### src/logic/rtb_defs.svh
`ifndef RTB_DEFS_SVH
`define RTB_DEFS_SVH

// Register indices; byte address is four times the index
`define RTB_IDX_FREQ_EST      17'h061aa
`define RTB_IDX_RX_TUNE       17'h061ab
`define RTB_IDX_SYNTH_TUNE    17'h061ac
`define RTB_IDX_VCO_CURR      17'h061ae
`define RTB_IDX_CAP_ARRAY     17'h061af
`define RTB_IDX_VARACTOR      17'h061b0
`define RTB_IDX_AGC_RANGE     17'h061b1
`define RTB_IDX_DEMOD_CTRL    17'h061bf

// Reset values
`define RTB_RST_FREQ_EST      8'h00
`define RTB_RST_RX_TUNE       8'h3f
`define RTB_RST_SYNTH_TUNE    8'h5a
`define RTB_RST_VCO_CURR      8'h2b
`define RTB_RST_CAP_ARRAY     8'h20
`define RTB_RST_VARACTOR      8'h2a
`define RTB_RST_AGC_RANGE     8'h5f
`define RTB_RST_DEMOD_CTRL    8'h00

// Field positions
`define RTB_RX_MIX_LSB        0
`define RTB_SY_RXBUF_LSB      2
`define RTB_SY_TXBUF_LSB      4
`define RTB_CAP_OVR_BIT       6
`define RTB_VAR_DAC_EN_BIT    6
`define RTB_VAR_CODE_LSB      2
`define RTB_VAR_ACC_LSB       0
`define RTB_AGC_EXT_EN_BIT    6
`define RTB_DEM_AVG_BIT       0

// Writable masks; cleared bits are reserved and read zero
`define RTB_MASK_RX_TUNE      8'h3f
`define RTB_MASK_CAP_ARRAY    8'h7f
`define RTB_MASK_VARACTOR     8'h7f
`define RTB_MASK_AGC_RANGE    8'h7f
`define RTB_MASK_DEMOD_CTRL   8'h01

// Calibration lengths in crystal periods per accuracy code
`define RTB_CAL_LEN_0         8'd80
`define RTB_CAL_LEN_1         8'd100
`define RTB_CAL_LEN_2         8'd125
`define RTB_CAL_LEN_3         8'd250

// Offset step of the estimate in Hz
`define RTB_FREQ_STEP_HZ      7800

`endif

### src/logic/rtb_pkg.sv
package rtb_pkg;

    // Demodulator status toward the bank
    typedef struct packed {
        logic       enable;
        logic       est_valid;
        logic [7:0] estimate;
        logic       sync_found;
        logic       frame_end;
    } rtb_demod_s;

    // Analogue front-end controls
    typedef struct packed {
        logic [1:0] lna2_mix_bias;
        logic [1:0] lna_bias;
        logic [1:0] mix_current;
        logic [1:0] prescaler_current;
        logic [1:0] buf_current;
        logic [1:0] lodiv_current;
        logic [1:0] vco_current;
        logic [5:0] cap_array;
        logic       varactor_dac_en;
        logic [3:0] varactor_dac_code;
        logic       antialias_adjust_en;
        logic       extra_atten_en;
    } rtb_frontend_s;

    // Calibration sequencer
    typedef enum logic [0:0] {
        RTB_CAL_IDLE,
        RTB_CAL_RUN
    } rtb_cal_e;

endpackage

### src/logic/rtb_bank.sv
`timescale 1ns/1ps
`default_nettype none
`include "rtb_defs.svh"

// Behaviour
// Offset estimate read-only, 8-bit signed
// One estimate step equals 7800 Hz
// Mode 0 freezes after sync until frame end
// Mode 1: update while demodulator enabled
// Buffer current follows TX or RX field
// Override bit applies software capacitor value
// Calibration loads capacitor field; read shows effective
// Varactor DAC enabled only while bit set
// 4-bit varactor code drives DAC
// Calibration lasts 80/100/125/250 crystal periods
// Extension bit gates anti-alias gain adjustment
// Extra attenuation when error exceeds threshold
// Software keeps threshold above 0x0C
// Larger mixer code means larger current
// Reserved top bits read zero, ignore writes; VCO current register stores its upper bits as written
// Reset restores fields; fields hold until changed
module rtb_bank (
    // Clock and reset
    input  wire logic                   pclk,
    input  wire logic                   presetn,
    // APB slave
    input  wire logic                   psel,
    input  wire logic                   penable,
    input  wire logic                   pwrite,
    input  wire logic [31:0]            paddr,
    input  wire logic [31:0]            pwdata,
    output logic      [31:0]            prdata,
    output logic                        pready,
    output logic                        pslverr,

    // Radio state
    input  wire rtb_pkg::rtb_demod_s    demod,
    input  wire logic                   tx_active,

    // Calibration
    input  wire logic                   cal_start,
    input  wire logic                   crystal_osc_tick,
    input  wire logic [5:0]             cal_result,
    output logic                        cal_busy,

    // AGC
    input  wire logic [5:0]             agc_error_db,

    // Front-end controls
    output rtb_pkg::rtb_frontend_s      frontend
);
    import rtb_pkg::*;

    ////////////////////////////////////////////////////////////////////////
    // Register storage
    // One byte each, reserved bits masked except in VCO current

    logic [7:0]  freq_offset_estimate;  // Signed estimate
    logic [7:0]  receive_tuning;        // Bias and mixer
    logic [7:0]  synth_tuning;          // Divider currents
    logic [7:0]  vco_current_tuning;    // VCO core current
    logic [7:0]  cap_array_control;     // Override and setting
    logic [7:0]  varactor_cal_control;  // DAC and accuracy
    logic [7:0]  agc_range_control;     // Extension control
    logic [7:0]  demod_control;         // Averaging mode
    logic        est_frozen;            // Sync seen; used by mode 0

    rtb_cal_e    cal_state;             // Calibration state
    logic [7:0]  cal_count;             // Crystal periods seen
    logic [7:0]  cal_len;               // Periods for this run
    logic        cal_done;              // Last period reached

    ////////////////////////////////////////////////////////////////////////
    // Bus decode
    // Word index; bad addresses refused

    logic        acc_phase;             // Access phase
    logic        wr_fire;               // Write takes effect
    logic [16:0] idx;                   // Register index
    logic        idx_hit;               // Mapped register
    logic        idx_ro;                // Read-only register
    logic        addr_ok;               // Aligned, in range
    logic [7:0]  rd_mux;                // Read data
    logic [7:0]  wdat;                  // Low write byte

    assign acc_phase = psel & penable;
    assign idx       = paddr[18:2];
    assign addr_ok   = (paddr[1:0] == 2'h0) && (paddr[31:19] == 13'h0000);
    assign idx_ro    = (idx == `RTB_IDX_FREQ_EST);
    assign wdat      = pwdata[7:0];
    assign wr_fire   = acc_phase & pready & pwrite & ~pslverr;

    // Index decode and read mux; masked reserved bits read zero
    always_comb begin
        // Mapped, reads zero
        idx_hit = 1'b1;
        rd_mux  = 8'h00;
        case (idx)
            `RTB_IDX_FREQ_EST:   rd_mux = freq_offset_estimate;
            `RTB_IDX_RX_TUNE:    rd_mux = receive_tuning;
            `RTB_IDX_SYNTH_TUNE: rd_mux = synth_tuning;
            `RTB_IDX_VCO_CURR:   rd_mux = vco_current_tuning;
            `RTB_IDX_CAP_ARRAY:  rd_mux = cap_array_control;
            `RTB_IDX_VARACTOR:   rd_mux = varactor_cal_control;
            `RTB_IDX_AGC_RANGE:  rd_mux = agc_range_control;
            `RTB_IDX_DEMOD_CTRL: rd_mux = demod_control;
            default:             idx_hit = 1'b0;
        endcase
        if (!addr_ok) begin
            // Bad address
            idx_hit = 1'b0;
            rd_mux  = 8'h00;
        end
    end

    ////////////////////////////////////////////////////////////////////////
    // APB answer: one wait state, error on unmapped or read-only write
    // One-cycle answer: a held request
    // is answered and written again every second cycle

    always_ff @(posedge pclk or negedge presetn) begin
        if (!presetn) begin
            pready  <= 1'b0;
            pslverr <= 1'b0;
            prdata  <= 32'h0000_0000;
        end else if (acc_phase && !pready) begin
            // First access cycle: prepare answer
            pready  <= 1'b1;
            pslverr <= ~idx_hit | (pwrite & idx_ro);
            prdata  <= (pwrite || !idx_hit) ? 32'h0000_0000 : {24'h000000, rd_mux};
        end else begin
            // Answer lasts one cycle
            pready  <= 1'b0;
            pslverr <= 1'b0;
            prdata  <= 32'h0000_0000;
        end
    end

    ////////////////////////////////////////////////////////////////////////
    // Plain software registers
    // Load only on an accepted write

    // Receive tuning, reserved top bits masked
    always_ff @(posedge pclk or negedge presetn) begin
        if (!presetn) begin
            receive_tuning <= `RTB_RST_RX_TUNE;
        end else if (wr_fire && idx == `RTB_IDX_RX_TUNE) begin
            // Bits 7:6 dropped
            receive_tuning <= wdat & `RTB_MASK_RX_TUNE;
        end
    end

    // Synthesizer tuning
    always_ff @(posedge pclk or negedge presetn) begin
        if (!presetn) begin
            synth_tuning <= `RTB_RST_SYNTH_TUNE;
        end else if (wr_fire && idx == `RTB_IDX_SYNTH_TUNE) begin
            // All bits writable
            synth_tuning <= wdat;
        end
    end

    // VCO current; upper bits stored as written
    always_ff @(posedge pclk or negedge presetn) begin
        if (!presetn) begin
            vco_current_tuning <= `RTB_RST_VCO_CURR;
        end else if (wr_fire && idx == `RTB_IDX_VCO_CURR) begin
            // Reserved bits kept
            vco_current_tuning <= wdat;
        end
    end

    // Varactor DAC and calibration accuracy
    always_ff @(posedge pclk or negedge presetn) begin
        if (!presetn) begin
            varactor_cal_control <= `RTB_RST_VARACTOR;
        end else if (wr_fire && idx == `RTB_IDX_VARACTOR) begin
            // Bit 7 dropped
            varactor_cal_control <= wdat & `RTB_MASK_VARACTOR;
        end
    end

    // AGC range extension
    always_ff @(posedge pclk or negedge presetn) begin
        if (!presetn) begin
            agc_range_control <= `RTB_RST_AGC_RANGE;
        end else if (wr_fire && idx == `RTB_IDX_AGC_RANGE) begin
            // Bit 7 dropped
            agc_range_control <= wdat & `RTB_MASK_AGC_RANGE;
        end
    end

    // Demodulator averaging mode
    always_ff @(posedge pclk or negedge presetn) begin
        if (!presetn) begin
            demod_control <= `RTB_RST_DEMOD_CTRL;
        end else if (wr_fire && idx == `RTB_IDX_DEMOD_CTRL) begin
            // Averaging bit only
            demod_control <= wdat & `RTB_MASK_DEMOD_CTRL;
        end
    end

    ////////////////////////////////////////////////////////////////////////
    // Frequency offset estimate
    // Same-clock pulses, no synchroniser

    // Freeze flag; sync wins over frame end in the same cycle
    always_ff @(posedge pclk or negedge presetn) begin
        if (!presetn) begin
            est_frozen <= 1'b0;
        end else if (!demod.enable) begin
            // Demodulator off unlocks
            est_frozen <= 1'b0;
        end else if (demod.sync_found) begin
            // Sync locks
            est_frozen <= 1'b1;
        end else if (demod.frame_end) begin
            // Frame over unlocks
            est_frozen <= 1'b0;
        end
    end

    // Estimate update by averaging mode; LSB is one 7800 Hz step
    always_ff @(posedge pclk or negedge presetn) begin
        if (!presetn) begin
            freq_offset_estimate <= `RTB_RST_FREQ_EST;
        end else if (demod.enable && demod.est_valid) begin
            // Valid estimate pulse
            if (demod_control[`RTB_DEM_AVG_BIT]) begin
                // Mode 1: always load
                freq_offset_estimate <= demod.estimate;
            end else if (!est_frozen) begin
                // Mode 0: while unlocked
                freq_offset_estimate <= demod.estimate;     // see R3
            end
        end
    end

    ////////////////////////////////////////////////////////////////////////
    // Capacitor-array calibration
    // Counts crystal ticks, not pclk
    // Accuracy code read live

    // Run length from accuracy code
    always_comb begin
        case (varactor_cal_control[`RTB_VAR_ACC_LSB +: 2])
            2'h0:    cal_len = `RTB_CAL_LEN_0;
            2'h1:    cal_len = `RTB_CAL_LEN_1;
            2'h2:    cal_len = `RTB_CAL_LEN_2;
            default: cal_len = `RTB_CAL_LEN_3;
        endcase
    end

    assign cal_done = (cal_state == RTB_CAL_RUN) && crystal_osc_tick
                      && (cal_count == cal_len - 8'd1);

    // Sequencer: count crystal periods, then finish
    always_ff @(posedge pclk or negedge presetn) begin
        if (!presetn) begin
            cal_state <= RTB_CAL_IDLE;
            cal_count <= 8'h00;
        end else begin
            case (cal_state)
                RTB_CAL_IDLE: begin
                    // Wait for a start
                    cal_count <= 8'h00;
                    if (cal_start) begin
                        cal_state <= RTB_CAL_RUN;
                    end
                end

                RTB_CAL_RUN: begin
                    // Count crystal periods
                    if (cal_done) begin
                        // Nth tick ends run
                        cal_state <= RTB_CAL_IDLE;
                        cal_count <= 8'h00;
                    end else if (crystal_osc_tick) begin
                        // One more period
                        cal_count <= cal_count + 8'd1;
                    end
                end

                default: begin
                    // Illegal, back to idle
                    cal_state <= RTB_CAL_IDLE;
                    cal_count <= 8'h00;
                end
            endcase
        end
    end

    // Capacitor field: calibration load wins over a write
    always_ff @(posedge pclk or negedge presetn) begin
        if (!presetn) begin
            cap_array_control <= `RTB_RST_CAP_ARRAY;
        end else if (cal_done && !cap_array_control[`RTB_CAP_OVR_BIT]) begin
            // Calibration unless overridden
            cap_array_control[5:0] <= cal_result;
        end else if (wr_fire && idx == `RTB_IDX_CAP_ARRAY) begin
            // Software value
            cap_array_control <= wdat & `RTB_MASK_CAP_ARRAY;
        end
    end

    ////////////////////////////////////////////////////////////////////////
    // Front-end outputs, all registered
    // One flop behind each source

    always_ff @(posedge pclk or negedge presetn) begin
        if (!presetn) begin
            frontend <= '0;
            cal_busy <= 1'b0;
        end else begin
            cal_busy                     <= (cal_state == RTB_CAL_RUN);
            // Receive path
            frontend.lna2_mix_bias       <= receive_tuning[5:4];
            frontend.lna_bias            <= receive_tuning[3:2];
            frontend.mix_current         <= receive_tuning[`RTB_RX_MIX_LSB +: 2];

            // Synthesizer
            frontend.prescaler_current   <= synth_tuning[7:6];
            frontend.buf_current         <= tx_active
                                            ? synth_tuning[`RTB_SY_TXBUF_LSB +: 2]
                                            : synth_tuning[`RTB_SY_RXBUF_LSB +: 2];
            frontend.lodiv_current       <= synth_tuning[1:0];

            // VCO
            frontend.vco_current         <= vco_current_tuning[1:0];
            // Field holds calibration or override value alike
            frontend.cap_array           <= cap_array_control[5:0];
            frontend.varactor_dac_en     <= varactor_cal_control[`RTB_VAR_DAC_EN_BIT];
            frontend.varactor_dac_code   <= varactor_cal_control[`RTB_VAR_CODE_LSB +: 4];

            // AGC extension
            frontend.antialias_adjust_en <= agc_range_control[`RTB_AGC_EXT_EN_BIT];
            // Threshold assumed above 0x0C by software
            frontend.extra_atten_en      <= agc_range_control[`RTB_AGC_EXT_EN_BIT]
                                            && (agc_error_db > agc_range_control[5:0]);  // see R12
        end
    end

endmodule

`default_nettype wire

### config.mk
export PLATFORM = sky130hd
export DESIGN_NAME = rtb_bank
export DESIGN_NICKNAME = d
export VERILOG_FILES = /design/src/logic/rtb_pkg.sv /design/src/logic/rtb_bank.sv
export VERILOG_INCLUDE_DIRS = /design/src /design/src/logic
export SDC_FILE = /design/constraint.sdc
export NUM_CORES = 1
export LEC_CHECK = 0
export BUFFER_PORTS_ARGS = -buffer_cell sky130_fd_sc_hd__buf_2
export CORE_MARGIN = 2
export CORE_UTILIZATION = 40
export DETAILED_ROUTE_END_ITERATION = 6
export MAX_ROUTING_LAYER = met4
export PLACE_DENSITY = 0.71
export SLEW_MARGIN = 30
export SYNTH_ARGS = -nofsm -noshare
export SYNTH_HDL_FRONTEND = slang
export SYNTH_SLANG_ARGS = --single-unit
### constraint.sdc
create_clock -name pclk -period 6.5 [get_ports pclk]
set_input_delay 0.65 -clock pclk [delete_from_list [all_inputs] [get_ports pclk]]
set_output_delay 0.65 -clock pclk [all_outputs]
set_load 0.01 [all_outputs]
Word level (Yosys, flattened, before mapping):

Index checks and enable logic that the tools add are counted.

* register bits: 124
* bits in latches: 0
* bits in writable memories: 0
* bits in read-only memories: 0
* input port bits: 96
* output and inout port bits: 62
* logic and storage cells: 103
* memories kept: 0

* add/subtract/negate cells: 2
* $mul: 0
* div/mod/pow operators: 0
* order comparisons: 1
* equality and inequality tests: 14
* shift operators: 0
* mux-type cells: 23
* bitwise operators: 10
* reduce and logical (&&, ||, !) cells: 25

Operator list (count)
* $eq A17 B15 Y1 const B: 8
* $pmux W8 S8: 1
* $mux W8: 7
* $pmux W8 S3: 1
* $pmux W8 S2: 1
* $logic_and A1 B1 Y1: 14
* $logic_not A13 Y1: 1
* $mux W6: 2
* $mux W1: 9
* $add A8 B1 Y8 const B: 1
* $eq A8 B8 Y1: 1
* $reduce_or A8 Y1: 1
* $sub A8 B1 Y8 const B: 1
* $gt A6 B6 Y1: 1
* $and A1 B1 Y1: 5
* $logic_not A2 Y1: 2
* $not A1 Y1: 4
* $reduce_and A2 Y1: 2
* $logic_not A1 Y1: 3
* $ne A3 B2 Y1 const B: 1
* $ne A3 B3 Y1 const B: 1
* $eq A2 B1 Y1 const B: 1
* $eq A2 B2 Y1 const B: 1
* $mux W2: 1
* 5 further kinds: 5

Depth between registers and ports, before layout:

* depth in word-level cells: 8
* mapped depth: 10
* gate-level depth less buffers: 9

Worst setup path before layout:

Ideal clock, no wire load.

* kind: reg2reg
* start point: register varactor_cal_control[1]
* end point: register cap_array_control[0]
* library setup time: 0.125 ns
* data arrival time: 2.223 ns
* required time: 6.375 ns
* slack: 4.153 ns
* stages on the path, launching flop included: 8
* buffers on the path: 0
* clock period less this slack: 2.347 ns
* path through: dfstp_2 inv_1 ha_1 xnor2_1 a21oi_1 a2111oi_4 nand2_2 mux2_2

* cells in the longest elaborated chain, start to end: 7
* elaborated cells between the ends (all ways): 10
* classes of those cells: 1 x add/sub; 3 x eq/ne; 2 x mux; 4 x reduce/logical

Ends and longest elaborated chain
* start, declared: RTL line rtb_bank.sv:63 `logic [7:0] varactor_cal_control;`
* start signal, assigned: RTL line rtb_bank.sv:176 `` varactor_cal_control <= `RTB_RST_VARACTOR; ``
* start signal, assigned: RTL line rtb_bank.sv:179 `` varactor_cal_control <= wdat & `RTB_MASK_VARACTOR; ``
* $eq A2 B2 Y1, or another cell as far along: RTL line rtb_bank.sv:246 `` case (varactor_cal_control[`RTB_VAR_ACC_LSB +: 2]) ``
* $pmux W8 S3 (*): RTL line rtb_bank.sv:246
* $sub A8 B1 Y8 (*): RTL line rtb_bank.sv:255 `&& (cal_count == cal_len - 8'd1);`
* $eq A8 B8 Y1 (*): RTL line rtb_bank.sv:255
* $logic_and A1 B1 Y1 (*): RTL line rtb_bank.sv:255
* $logic_and A1 B1 Y1 (*): RTL line rtb_bank.sv:297 `` end else if (cal_done && !cap_array_control[`RTB_CAP_OVR_BIT]) begin ``
* $mux W6 or $reduce_bool A2 Y1 (tied branches)
* end signal, assigned: RTL line rtb_bank.sv:296 `` cap_array_control <= `RTB_RST_CAP_ARRAY; ``
* end signal, assigned: RTL line rtb_bank.sv:299 `cap_array_control[5:0] <= cal_result;`
* end signal, assigned: RTL line rtb_bank.sv:302 `` cap_array_control <= wdat & `RTB_MASK_CAP_ARRAY; ``
* end, declared: RTL line rtb_bank.sv:62 `logic [7:0] cap_array_control;`

Every way passes the cells marked *; elsewhere a longest branch is shown, timed or not.
A chain may end at the register's enable or synchronous reset.

Worst setup path in the final report:

* start point: register varactor_cal_control[0]
* end point: register cap_array_control[0]

The elaborated chain is that of the path after synthesis.

==> flow_summary.toml <==
[clock_tree]
numCtsBuffers = 9
clock_sinks = 100
clock_latency_ns = 0.35
holdBufCountCts = 0
cts_tree = "built"
clk_pin_slew_ns = 0.07
post_cts_buffers = 0
clk_path_buf_depth = 2
cts.repair.resized = 0
htreeDepth = 3
root_buffer = "clkbuf_16"

[timing]
maxSlewViolCount = 0
tns_ns = 0
setup_violations = 0
period_needed_ns = 2.86
hold_violations = 0
tightest_slew_ns = 0.702
fin_crit_sh_pct = 44.0
fmax_mhz = 350
rsz0062_at_grt = "false"
fin_skew_ns = 0.0112
slew_headroom_pct = 53.2

[floorplan]
die_h_um = 115
start_util_pct = 41.1
core_area_um2 = 12100
die_w_um = 115
io_pins = 158
die_area_um2 = 13300
row_count = 40

[yosys]
synth_top_area_share_pct = 38.3
syn_area_um2 = 4960
synth_top_area_cell = "dfrtp_1"
synth_seq_cells = 100
synthCells = 401
ys_seq_area_share_pct = 51.0
synthTopCellsByCount = "dfrtp_1, mux2_2, nand2_1, buf_4, dfstp_2"
yosysMostFrequentCell = "dfrtp_1"
ys_top_cells_by_area = "dfrtp_1, mux2_2, dfstp_2, ha_1, buf_4"
yosysWarnings = 0
synth_edf_count = 0
synth_area_per_cell_um2 = 12.4
ys_types = 62
async_flop_share_pct = 100
yosys_most_used_dff = "dfrtp_1"

[routing]
wl_per_cell_um = 17.2
drtAntennaViolNets = 0
wirelength_um = 11800
first_pass_iters = 4
detail_route.iter0.violations = 162
drc = 0
routed_via_density = 5.10
num_vias = 3488

[cells_and_area]
fin_util_pct = 48.8
regArea_um2 = 2530
drive_gt1_share_pct = 45.3
multiInputGateArea_um2 = 2220
fillCellCount = 1074
nets = 623
design_area_um2 = 5880
num_antenna_cells = 0
areaGrowthSynthToFinish_pct = 18.6

[worst_setup_path]
critPathCapture = "cap_array_control[0]"
crit_type = "flip-flop to flip-flop"
slowest_delay_ns = 0.58
timing.rr.start = "varactor_cal_control[0]"
path_cells = "inv_1 > ha_1 > inv_1 > ha_1 > xor2_1 > o2111ai_1 > a2111oi_4 > nand2_2 > mux2_2"
r2r_cells = 9
startpoint_type = "flip-flop"
slowest_stage = "a2111oi_4"
cp_max_fo = 7
cp.required_ns = 6.72
r2r_end = "cap_array_control[0]"
reg2reg_slack_ns = 3.64
crit_path_start = "varactor_cal_control[0]"
cp.arrival_ns = 3.08
cp-end-kind = "flip-flop"

[placement]
dpl_cell_area_um2 = 5580
gp_congestion = 0.857
hpwl_um = 8670
port_buffers = 109

[pwr]
irDropWorstVdd_uv = 106
pwr_density_cell_nw_per_um2 = 229
p_total_w = 0.00135
p_leak_nw = 2.83

[global_route]
overflow = 0
antenna_found_initial = 0
grt_max_degree = 58
grt_pass1_vias = 3616
grt_first_pass_wirelength_um = 19000
grt_usage_pct = 19.2

[outcome]
status = "completed"

[job]
max_cap_violations = 0

[worst_hold_path]
hold_path.class = "input pin to asynchronous set/reset pin"
[cell type report]
class / count / share of cell area, %
clock buffers: 11 / 4.13
clock inverters: 5 / 0.999
inverters: 15 / 0.957
multi-input cells: 274 / 37.7
flip-flops and latches: 100 / 43.0
well taps: 168 / 3.57
repair buffers: 111 / 9.57
[worst max-delay path, delay by kind of cell (launching register included)]
kind                       cells  cell delay, ns
DFF                            1            0.43
adders and majority gates      2            0.51
buffers and inverters          2            0.20
muxes                          1            0.35
xor gates and xnor gates       1            0.17
AOI/OAI and AO/OA              2            0.77
and+or+nand+nor                1            0.31
[worst min path at each step]
stage | startpoint | endpoint | slack (ns) | depth (start not counted)
floorplan | presetn | agc_range_control[5] | 0.35 | 0
global placement | cap_array_control[0] | frontend[7] | 0.38 | 0
detailed placement | cap_array_control[0] | frontend[7] | 0.38 | 0
CTS | presetn | cap_array_control[2] | 0.31 | 1
global route | presetn | frontend[23] | 0.35 | 1
finish | presetn | prdata[1] | 0.29 | 1
[report_power, final]
part           leakage [nW]  switching, W  internal [W]
logic                  1.41     0.0000707     0.0000542
clock network         0.142      0.000236      0.000310
registers              1.27     0.0000295      0.000646
total                  2.83      0.000336       0.00101
[cell usage in the layout (no fill, tap or decap), types with 6 or more instances in the layout]
cell type  instances
nand2_1           30
mux2_4             8
nand3_1            9
o21ai_0           11
dfstp_2           24
nor2_1            15
mux2_2            58
inv_1             15
nor4_1             6
buf_2            108
clkbuf_16          9
dfrtp_1           76
a21oi_1            9
ha_1              16
nor2b_1            7
conb_1            24
[logic make-up (layout without fill, tap and decap cells)]
kind of cell               count (synthesis)  in the layout  synth area share, %
and+or+nand+nor                          106            106                 13.1
other                                      1             24               0.0756
AOI/OAI and AO/OA                         46             46                 6.68
DFF                                      100            100                 51.0
xor gates and xnor gates                   9              9                 1.59
muxes                                     73             73                 17.5
buffers and inverters                     50            142                 5.95
adders and majority gates                 16             16                 4.03
[stage by stage]
stage	hold WS, ns	std cells	worst slack (ns)
final	0.293	684	3.64
after global placement	0.377	667	3.58
after detailed placement	0.384	668	3.56
after CTS	0.310	684	3.66
after global routing	0.347	684	3.52
after floorplan	0.354	424	4.15
[layer usage]
layer	track usage [%]	wire length [µm]
met3	2.58	636
met5	-	0
met2	30.0	5680
met1	25.0	5180
met4	8.43	297
[registers in the layout, summed over array words and instances (netlist names)]
| name | cells |
|---|---|
| agc_range_control | 7 |
| cal_busy | 1 |
| cal_count | 8 |
| cal_state | 1 |
| cap_array_control | 7 |
| demod_control | 1 |
| est_frozen | 1 |
| freq_offset_estimate | 8 |
| frontend | 27 |
| prdata | 8 |
| pready | 1 |
| pslverr | 1 |
| receive_tuning | 6 |
| synth_tuning | 8 |
| varactor_cal_control | 7 |
| vco_current_tuning | 8 |
No activity file was read; power rests on OpenSTA's default activity.
